===== config.mk =====
export PLATFORM = sky130hd
export DESIGN_NAME = pfc_core
export DESIGN_NICKNAME = d
export VERILOG_FILES = /design/src/pfc_pkg.sv /design/src/pfc_core.sv
export VERILOG_INCLUDE_DIRS = /design/src
export SDC_FILE = /design/constraint.sdc
export NUM_CORES = 2
export LEC_CHECK = 0
export BUFFER_PORTS_ARGS = -buffer_cell sky130_fd_sc_hd__clkbuf_2
export CAP_MARGIN = 25
export CORE_ASPECT_RATIO = 1.25
export CORE_MARGIN = 3
export CORE_UTILIZATION = 64
export CTS_BUF_LIST = sky130_fd_sc_hd__clkbuf_8 sky130_fd_sc_hd__clkbuf_16
export DETAILED_ROUTE_END_ITERATION = 8
export HOLD_SLACK_MARGIN = 0.06
export PLACE_DENSITY_LB_ADDON = 0.05
export REMOVE_ABC_BUFFERS = 1
export SLEW_MARGIN = 20
export SYNTH_ARGS = -nofsm -noshare
export SYNTH_HDL_FRONTEND = slang
export SYNTH_SLANG_ARGS = --single-unit

===== constraint.sdc =====
create_clock -name sys_clk -period 67.9 [get_ports sys_clk]
set_input_delay 3.395 -clock sys_clk [delete_from_list [all_inputs] [get_ports sys_clk]]
set_output_delay 3.395 -clock sys_clk [all_outputs]
set_load 0.02 [all_outputs]

===== src/pfc_consts.svh =====
`ifndef PFC_CONSTS_SVH
`define PFC_CONSTS_SVH

//----------------------------------------
// Geometry
//----------------------------------------
`define PFC_PIX_W 10
`define PFC_CRD_W 5
`define PFC_IMG_LAST 5'h1F
`define PFC_BLK_SH 3
`define PFC_GRID 5
`define PFC_NODES 25
`define PFC_SLOTS 4
`define PFC_USR_N 4
`define PFC_TAP_MAX 10
`define PFC_PIX_MAX 10'h3FF

//----------------------------------------
// Register byte addresses
//----------------------------------------
`define PFC_A_CTRL 8'h00
`define PFC_A_CMD 8'h04
`define PFC_A_SLOT 8'h08
`define PFC_A_TGT 8'h0C
`define PFC_A_STAT 8'h10
`define PFC_A_DIDX 8'h14
`define PFC_A_DDAT 8'h18

//----------------------------------------
// Field positions and reset values
//----------------------------------------
`define PFC_B_DEF_EN 0
`define PFC_B_FF_EN 1
`define PFC_B_FMT8 2
`define PFC_B_TAP_LO 4
`define PFC_B_GEN 0
`define PFC_B_SAVE 1
`define PFC_B_LOAD 2
`define PFC_B_DVLD 16
`define PFC_TGT_RST 10'h200

//----------------------------------------
// Factory defect list {y, x}
//----------------------------------------
`define PFC_FDEF0 10'h0A5
`define PFC_FDEF1 10'h0A6
`define PFC_FDEF2 10'h14C
`define PFC_FDEF3 10'h3E1

`endif


===== src/pfc_pkg.sv =====
`include "pfc_consts.svh"

package pfc_pkg;

    //----------------------------------------
    // Reference generation states, Gray coded
    //----------------------------------------
    typedef enum logic [1:0]
    {
        PFC_GEN_IDLE = 2'b00,
        PFC_GEN_ARM = 2'b01,
        PFC_GEN_GRAB = 2'b11
    } pfc_gen_t;

    typedef logic [`PFC_PIX_W-1:0] pfc_pix_t;
    typedef logic [`PFC_CRD_W-1:0] pfc_crd_t;

    //----------------------------------------
    // Whole state of the correction block
    //----------------------------------------
    typedef struct packed
    {
        logic [2:0] pc_s;
        logic pc_lvl;
        logic [2:0] lv_s;
        logic [2:0] fv_s;
        logic [2:0][`PFC_PIX_W-1:0] dat_s;
        logic lv_prev;
        logic fv_prev;
        pfc_crd_t xc;
        pfc_crd_t yc;
        logic first_line;
        logic [6:0][`PFC_PIX_W-1:0] wp;
        logic [6:0] wbad;
        logic [6:0] wvld;
        logic [6:0][`PFC_CRD_W-1:0] wx;
        logic def_en;
        logic ff_en;
        logic fmt8;
        logic [1:0] tap_sel;
        logic [1:0] slot;
        pfc_pix_t tgt;
        logic [1:0] udef_idx;
        logic [`PFC_USR_N-1:0][2*`PFC_CRD_W:0] udef;
        pfc_gen_t gen;
        logic ref_ok;
        logic [`PFC_NODES-1:0][`PFC_PIX_W-1:0] act;
        logic [`PFC_SLOTS-1:0][`PFC_NODES-1:0][`PFC_PIX_W-1:0] slots;
        logic [3:0] cnt;
        logic [`PFC_TAP_MAX-1:0][`PFC_PIX_W-1:0] tbuf;
        logic [`PFC_TAP_MAX-1:0][`PFC_PIX_W-1:0] tout;
        logic tvld;
        logic fact;
        logic [31:0] rdata;
    } pfc_state_t;

endpackage : pfc_pkg


===== src/pfc_core.sv =====
// Added by the designer: the placing of the registers and the strobed register port.
`timescale 1ns/100ps
`include "pfc_consts.svh"

module pfc_core
    import pfc_pkg::*;
(
    input wire logic sys_clk,
    input wire logic rst_b,
    input wire logic [7:0] reg_addr,
    input wire logic [31:0] reg_wdata,
    input wire logic reg_wr,
    input wire logic reg_rd,
    output logic [31:0] reg_rdata,
    input wire logic pix_clk,
    input wire logic pix_fval,
    input wire logic pix_lval,
    input wire logic [9:0] pix_data,
    output logic [`PFC_TAP_MAX*`PFC_PIX_W-1:0] tap_data,
    output logic tap_valid,
    output logic frame_active
);

    //----------------------------------------
    // Helper functions
    //----------------------------------------

    // Grid node that a coordinate lands on, {hit, index}
    function automatic logic [3:0] node_hit(input pfc_crd_t c);
        logic [3:0] r;
        r = 4'h0;
        if (c[`PFC_BLK_SH-1:0] == 3'h0)
        begin
            r = {1'b1, 1'b0, c[4:3]};
        end
        else if (c == `PFC_IMG_LAST)
        begin
            r = 4'hC;
        end
        return r;
    endfunction : node_hit

    // Listed defect check against factory and user entries
    function automatic logic is_defect(input pfc_crd_t x, input pfc_crd_t y,
        input logic [`PFC_USR_N-1:0][2*`PFC_CRD_W:0] ud);
        logic [2*`PFC_CRD_W-1:0] k;
        logic r;
        k = {y, x};
        r = (k == `PFC_FDEF0) || (k == `PFC_FDEF1) || (k == `PFC_FDEF2) ||
            (k == `PFC_FDEF3);
        for (int i = 0; i < `PFC_USR_N; i++)
        begin
            r = r | (ud[i][`PFC_B_DVLD-6] && ud[i][2*`PFC_CRD_W-1:0] == k);
        end
        return r;
    endfunction : is_defect

    // Rounded-down mean of two levels
    function automatic pfc_pix_t avg2(input pfc_pix_t a, input pfc_pix_t b);
        logic [`PFC_PIX_W:0] s;
        s = {1'b0, a} + {1'b0, b};
        return s[`PFC_PIX_W:1];
    endfunction : avg2

    // Defect replacement on a seven-pixel window, centre at 3
    function automatic pfc_pix_t fix_px(input logic [6:0][`PFC_PIX_W-1:0] p,
        input logic [6:0] bad);
        pfc_pix_t r;
        logic done;
        r = p[3];
        done = !bad[3];
        for (int k = 1; k <= 3; k++)
        begin
            if (!done && !bad[3-k] && !bad[3+k])
            begin
                r = avg2(p[3-k], p[3+k]);
                done = 1'b1;
            end
            else if (!done && !bad[3-k])
            begin
                r = p[3-k];
                done = 1'b1;
            end
            else if (!done && !bad[3+k])
            begin
                r = p[3+k];
                done = 1'b1;
            end
        end
        return r;
    endfunction : fix_px

    // Bilinear blend of four grid nodes
    function automatic pfc_pix_t blend(input pfc_pix_t a, input pfc_pix_t b,
        input pfc_pix_t c, input pfc_pix_t d, input logic [2:0] fx, input logic [2:0] fy);
        logic [13:0] top;
        logic [13:0] bot;
        logic [17:0] s;
        top = 14'(a * (4'h8 - {1'b0, fx})) + 14'(b * fx);
        bot = 14'(c * (4'h8 - {1'b0, fx})) + 14'(d * fx);
        s = 18'(top * (4'h8 - {1'b0, fy})) + 18'(bot * fy);
        return s[15:6];
    endfunction : blend

    //----------------------------------------
    // State and next state
    //----------------------------------------
    pfc_state_t q;
    pfc_state_t d;

    logic ev;
    logic [3:0] hx;
    logic [3:0] hy;
    logic [4:0] ni;
    logic [4:0] by5;
    pfc_pix_t fixed;
    pfc_pix_t fref;
    pfc_pix_t outp;
    logic [19:0] prod;
    logic [19:0] quo;
    logic [3:0] ntap;
    logic inbad;

    //----------------------------------------
    // Next-state logic
    //----------------------------------------
    always_comb
    begin
        d = q;
        d.tvld = 1'b0;
        d.rdata = 32'h0000_0000;
        // Three-stage capture of link pins
        d.pc_s = {q.pc_s[1:0], pix_clk};
        d.lv_s = {q.lv_s[1:0], pix_lval};
        d.fv_s = {q.fv_s[1:0], pix_fval};
        d.dat_s = {q.dat_s[1:0], pix_data};
        ev = 1'b0;
        if (q.pc_s[1] == q.pc_s[2])
        begin
            d.pc_lvl = q.pc_s[2];
            ev = q.pc_s[2] && !q.pc_lvl;
        end

        // Defect replacement, then interpolated reference and division
        fixed = q.def_en ? fix_px(q.wp, q.wbad) : q.wp[3];
        hy = node_hit(q.yc);
        by5 = 5'({q.yc[4:3], 2'b00} + {3'b000, q.yc[4:3]});
        ni = 5'(by5 + {3'b000, q.wx[3][4:3]});
        fref = blend(q.act[ni], q.act[5'(ni + 5'h01)], q.act[5'(ni + 5'h05)],
            q.act[5'(ni + 5'h06)], q.wx[3][2:0], q.yc[2:0]);
        prod = fixed * q.tgt;
        quo = (fref == 10'h000) ? {10'h000, fixed} : prod / {10'h000, fref};
        outp = fixed;
        if (q.ff_en && q.gen != PFC_GEN_GRAB)
        begin
            outp = (quo > {10'h000, `PFC_PIX_MAX}) ? `PFC_PIX_MAX : quo[9:0];
        end
        if (q.fmt8)
        begin
            outp = {2'b00, outp[9:2]};
        end

        // Tap count from the mode field
        case (q.tap_sel)
            2'h0: ntap = 4'h2;
            2'h1: ntap = 4'h4;
            2'h2: ntap = 4'h8;
            default: ntap = 4'hA;
        endcase

        hx = node_hit(q.wx[3]);
        inbad = is_defect(q.xc, q.yc, q.udef);
        if (ev)
        begin
            // Line and frame position tracking
            d.fv_prev = q.fv_s[2];
            d.lv_prev = q.lv_s[2];
            d.fact = q.fv_s[2];
            if (!q.fv_s[2])
            begin
                d.first_line = 1'b1;
                d.yc = '0;
            end
            if (q.lv_s[2] && !q.lv_prev)
            begin
                d.first_line = 1'b0;
                d.yc = q.first_line ? '0 : pfc_crd_t'(q.yc + 5'h01);
            end
            d.xc = (q.lv_s[2] && q.lv_prev) ? pfc_crd_t'(q.xc + 5'h01) : '0;
            // Look up the pixel that enters now, not the one before it
            inbad = is_defect(d.xc, d.yc, q.udef);

            // Pack the centre pixel into interleaved taps
            if (q.wvld[3])
            begin
                d.tbuf[q.cnt] = outp;
                d.cnt = 4'(q.cnt + 4'h1);
                if (4'(q.cnt + 4'h1) == ntap)
                begin
                    d.tout = d.tbuf;
                    d.tvld = 1'b1;
                    d.cnt = 4'h0;
                    d.tbuf = '0;
                end
            end
            else if (q.cnt != 4'h0)
            begin
                d.tout = q.tbuf;
                d.tvld = 1'b1;
                d.cnt = 4'h0;
                d.tbuf = '0;
            end

            // Reference capture at grid nodes during the grabbed frame
            if (q.gen == PFC_GEN_GRAB && q.wvld[3] && hx[3] && hy[3])
            begin
                d.act[5'({hy[2:0], 2'b00} + {2'b00, hy[2:0]}
                    + {2'b00, hx[2:0]})] = fixed;
            end

            // Shift the window; out-of-line slots count as defective
            d.wp = {q.wp[5:0], q.dat_s[2]};
            d.wvld = {q.wvld[5:0], q.lv_s[2]};
            d.wbad = {q.wbad[5:0], !q.lv_s[2] || inbad};
            d.wx = {q.wx[5:0], d.xc};

            // Generation sequencing on frame edges
            case (q.gen)
                PFC_GEN_ARM:
                begin
                    if (q.fv_s[2] && !q.fv_prev)
                    begin
                        d.gen = PFC_GEN_GRAB;
                    end
                end
                PFC_GEN_GRAB:
                begin
                    if (!q.fv_s[2] && !q.wvld[3])
                    begin
                        d.gen = PFC_GEN_IDLE;
                        d.ref_ok = 1'b1;
                    end
                end
                default:
                begin
                    d.gen = q.gen;
                end
            endcase
        end

        // Register writes
        if (reg_wr)
        begin
            case (reg_addr)
                `PFC_A_CTRL:
                begin
                    d.def_en = reg_wdata[`PFC_B_DEF_EN];
                    d.ff_en = reg_wdata[`PFC_B_FF_EN];
                    d.fmt8 = reg_wdata[`PFC_B_FMT8];
                    d.tap_sel = reg_wdata[`PFC_B_TAP_LO+1:`PFC_B_TAP_LO];
                end
                `PFC_A_CMD:
                begin
                    if (reg_wdata[`PFC_B_GEN])
                    begin
                        d.gen = PFC_GEN_ARM;
                        d.ref_ok = d.ref_ok && !q.ref_ok; // Completion this cycle wins only if ref_ok was clear before
                    end
                    else if (reg_wdata[`PFC_B_SAVE])
                    begin
                        d.slots[q.slot] = q.act;
                    end
                    else if (reg_wdata[`PFC_B_LOAD])
                    begin
                        d.act = q.slots[q.slot];
                        d.ref_ok = 1'b1;
                    end
                end
                `PFC_A_SLOT: d.slot = reg_wdata[1:0];
                `PFC_A_TGT: d.tgt = reg_wdata[9:0];
                `PFC_A_DIDX: d.udef_idx = reg_wdata[1:0];
                `PFC_A_DDAT: d.udef[q.udef_idx] = {reg_wdata[`PFC_B_DVLD], reg_wdata[12:8],
                    reg_wdata[4:0]};
                default: d.udef_idx = q.udef_idx;
            endcase
        end

        // Register reads, data one cycle later
        if (reg_rd)
        begin
            case (reg_addr)
                `PFC_A_CTRL: d.rdata = {26'h0, q.tap_sel, 1'b0, q.fmt8, q.ff_en, q.def_en};
                `PFC_A_SLOT: d.rdata = {30'h0, q.slot};
                `PFC_A_TGT: d.rdata = {22'h0, q.tgt};
                `PFC_A_STAT: d.rdata = {28'h0, q.fact, q.ref_ok, q.gen};
                `PFC_A_DIDX: d.rdata = {30'h0, q.udef_idx};
                `PFC_A_DDAT: d.rdata = {15'h0, q.udef[q.udef_idx][10], 3'h0,
                    q.udef[q.udef_idx][9:5], 3'h0, q.udef[q.udef_idx][4:0]};
                default: d.rdata = 32'h0000_0000;
            endcase
        end
    end

    //----------------------------------------
    // State register; slots survive reset
    //----------------------------------------
    always_ff @(posedge sys_clk)
    begin
        q <= d;
        if (!rst_b)
        begin
            q <= '0;
            q.tgt <= `PFC_TGT_RST;
            q.wbad <= 7'h7F;
            q.first_line <= 1'b1;
            q.slots <= q.slots;
        end
    end

    //----------------------------------------
    // Outputs
    //----------------------------------------
    assign reg_rdata = q.rdata;
    assign tap_data = q.tout;
    assign tap_valid = q.tvld;
    assign frame_active = q.fact;

endmodule : pfc_core


==> impl_metrics.py <==
metrics = {
    "setup_path": {
        "flop_to_flop_setup_slack_ns": 4.95,
        "cp-start-kind": "register",
        "worstPathMaxFanout": 21,
        "cp_slowest_cell": "fa_4",
        "source_of_the_worst_register_to_register_timing_path": "q[1677]",
        "critical-path-top-cell-by-count": "o21a_1",
        "reg2regPathDepth": 275,
        "timing.critical_path.slowest_cell_delay_ns": 1.11,
        "r2r_end": "q[214]",
        "required_time_at_the_endpoint_of_the_critical_path_ns": 68.59,
        "cp-end-kind": "register",
        "cp_data_arrival_time_ns": 63.64,
        "worstSetupPathType": "register to register",
    },
    "place": {
        "place.detailed.hpwl_mm": 175,
        "place_inst": 9988,
        "dpl_cell_area_um2": 95300,
        "worst_slack_at_placement_ns": 2.57,
        "numPortBuffers": 154,
        "gpl.final_weighted_congestion": 1.00,
    },
    "finish": {
        "layout.cells.most_common_list": "nand2_1, edfxtp_1, nor2_1",
        "finish.net_count": 8918,
        "most_frequent_standard_cell_in_the_layout_excluding_fill_and_tap_cells": "nand2_1",
        "stdcell_area_um2": 101000,
        "final_cell_count_no_fill": 10300,
        "syn_to_final_growth_pct": 8.07,
        "drive_above_1_share_pct": 14.3,
    },
    "hold_path": {
        "whs_endpoint": "d[1706]",
        "min_from": "d[1696]",
        "timing.hold.worst.class": "register to register",
        "min_delay_path_depth": 1,
    },
    "clock_network": {
        "cts.path.max_buffers": 3,
        "cts-htree-levels": 4,
        "worstSkewPairLatency_ns": 0.84,
        "cts_inserted_buffers": 159,
        "postCtsHoldBufs": 0,
        "cts_num_sinks": 1683,
        "clockRootBuffer": "clkbuf_16",
        "cts_tree": "yes",
        "clock_transition_at_the_registers_of_the_reported_paths_ns": 0.06,
    },
    "logic_synthesis": {
        "async_reset_ff_share_pct": 0,
        "synth_top_flop_cell": "edfxtp_1",
        "ys_warn_count": 0,
        "synth-edff-count": 1000,
        "netlist-cell-type-count": 102,
        "syn-mean-instance-area_um2": 11.1,
        "synth.ff_latch_count": 1683,
        "synthesis.area_um2": 93500,
        "postSynthCellCount": 8416,
        "synth.yosys.seq_area_share_pct": 46.7,
    },
    "timing": {
        "slew_at_the_pin_closest_to_its_max_slew_limit_ns": 1.06,
        "worst_rel_slew_slack_pct": 29.2,
        "fin_tns_setup_ns": 0,
        "final_critical_path_setup_slack_ns": 4.95,
        "finalMaxSlewViolations": 0,
        "timing.final.crit_share_pct": 92.7,
        "timing_hold_violations_final": 0,
        "worst_clock_skew_ns": 0.0372,
        "period_needed_ns": 62.95,
        "grt_setup_unrepaired": "no",
        "timing.final.setup_violations": 0,
        "highest_achievable_clock_rate_mhz": 15.9,
    },
    "job": {
        "drv_cap": 0,
    },
    "global_routing": {
        "grt_usage_pct": 35.3,
        "first_global_vias": 67200,
        "grt_first_pass_wirelength_mm": 404,
        "largest_net_degree_at_the_start_of_global_routing": 186,
        "grt_antenna_before_repair": 12,
        "gr-total-overflow": 0,
    },
    "floorplanning": {
        "overall_die_area_um2": 151000,
        "core.rowCount": 156,
        "core-area_um2": 145000,
        "die_width_um": 348,
        "ioPinCount": 191,
        "die_height_um": 433,
        "floorplan.initialDensity_pct": 64.6,
    },
    "drt": {
        "routed_wl_mm": 267,
        "first_iter_violations": 6875,
        "post-route-drc-count": 0,
        "antenna_violating_nets_post_route": 0,
        "vias_per_cell": 6.60,
        "drt_pass1_iterations": 6,
        "drt-wirelength-per-cell_um": 25.9,
        "detailroute.via_count": 68000,
    },
    "run_status": {
        "status": "complete, no violations",
    },
}
[metal layers]
metal  track usage (%)  routed length [µm]  part of all wire [%]
met5                 0                  62                 0.023
met4              23.3               20200                   7.6
met3              6.16               20700                   7.8
met2              57.5              127000                    48
met1              43.6               98500                    37
[critical path: cells and delay by family, from the launching register on]
family / cells / cell delay (ns)
and+or+nand+nor: 57 / 12.36
muxes: 8 / 2.77
DFF: 1 / 0.30
AOI/OAI and AO/OA: 157 / 31.35
buffers and inverters: 16 / 2.80
xor gates and xnor gates: 6 / 1.49
adders and majority gates: 31 / 11.61
[Yosys cell counts, drive strengths merged, types with 25 or more instances]
| master | instances | area, µm² |
|---|---|---|
| nand2 | 1032 | 3870 |
| edfxtp | 1000 | 30000 |
| nor2 | 758 | 2850 |
| dfxtp | 683 | 13700 |
| a21oi | 626 | 3130 |
| mux4 | 463 | 10400 |
| clkbuf | 451 | 1690 |
| ha | 378 | 4730 |
| inv | 342 | 1280 |
| nor3 | 242 | 1230 |
| o21ai | 230 | 1150 |
| fa | 217 | 4340 |
| and2 | 210 | 1310 |
| buf | 200 | 1270 |
| mux2i | 158 | 1590 |
| nand3 | 144 | 721 |
| o21a | 124 | 931 |
| xnor2 | 107 | 937 |
| a22oi | 92 | 701 |
| a221oi | 90 | 788 |
| a211oi | 81 | 628 |
| xor2 | 63 | 578 |
| nand2b | 62 | 388 |
| a311oi | 49 | 429 |
| nor2b | 47 | 294 |
| a21o | 46 | 345 |
| o31ai | 43 | 323 |
| a31oi | 42 | 263 |
| or2 | 39 | 244 |
| mux2 | 38 | 428 |
| o211ai | 34 | 265 |
| nand4 | 32 | 200 |
| and3 | 28 | 175 |
| nor4 | 25 | 216 |
[stage by stage]
step                hold WS, ns  util (%)
floorplan                 0.412         -
global placement          0.422      65.8
detailed placement        0.424      65.8
CTS                       0.440      69.6
global route              0.450      69.8
finish                    0.436      69.8
[final cells by class]
| type | count | area [µm²] |
|---|---|---|
| Multi-Input combinational cell | 5754 | 46000 |
| Fill cell | 10500 | 43800 |
| Sequential cell | 1683 | 43700 |
| Clock buffer | 193 | 4480 |
| Tap cell | 1896 | 2370 |
| Timing Repair Buffer | 323 | 2180 |
| Inverter | 345 | 1310 |
| Clock inverter | 105 | 941 |
| Antenna cell | 4 | 10.0 |
[how the worst max path moves through the flow]
| stage | start | endpoint | depth (start not counted) |
|---|---|---|---|
| after CTS | q[1677] | q[214] | 274 |
| final | q[1677] | q[214] | 275 |
| after floorplan | q[1677] | tap_data[0] | 260 |
| after global placement | q[1677] | tap_data[0] | 274 |
| after global routing | q[1677] | q[214] | 280 |
| after detailed placement | q[1677] | tap_data[0] | 273 |
[sequential cells by signal, summed over array words and instances (netlist names)]
name,count
d,26
frame_active,1
q,1541
reg_rdata,14
tap_data,100
tap_valid,1
[repair_timing]
action / CTS / global route
hold endpoints to repair: 0 / 0
endpoints found under the setup margin: 0 / 40
gates resized for setup: 0 / 25
buffers inserted: 0 / 9
[cell families (layout without fill, tap and decap cells)]
group / Yosys count / count (layout) / share of synthesized area [%]
other: 1 / 22 / 0.00401
flip-flops: 1683 / 1683 / 46.7
adder cells (fa/ha/maj): 595 / 595 / 9.71
buffers and inverters: 996 / 966 / 4.56
AND/OR/NAND/NOR: 2683 / 2683 / 12.8
multiplexers: 659 / 659 / 13.3
AO/OA/AOI/OAI: 1627 / 1627 / 11.2
XOR/XNOR: 172 / 172 / 1.67
Power is left out: the tool's default activity adds up to more than one toggle a clock period on the data nets, which glitch-free logic cannot reach.
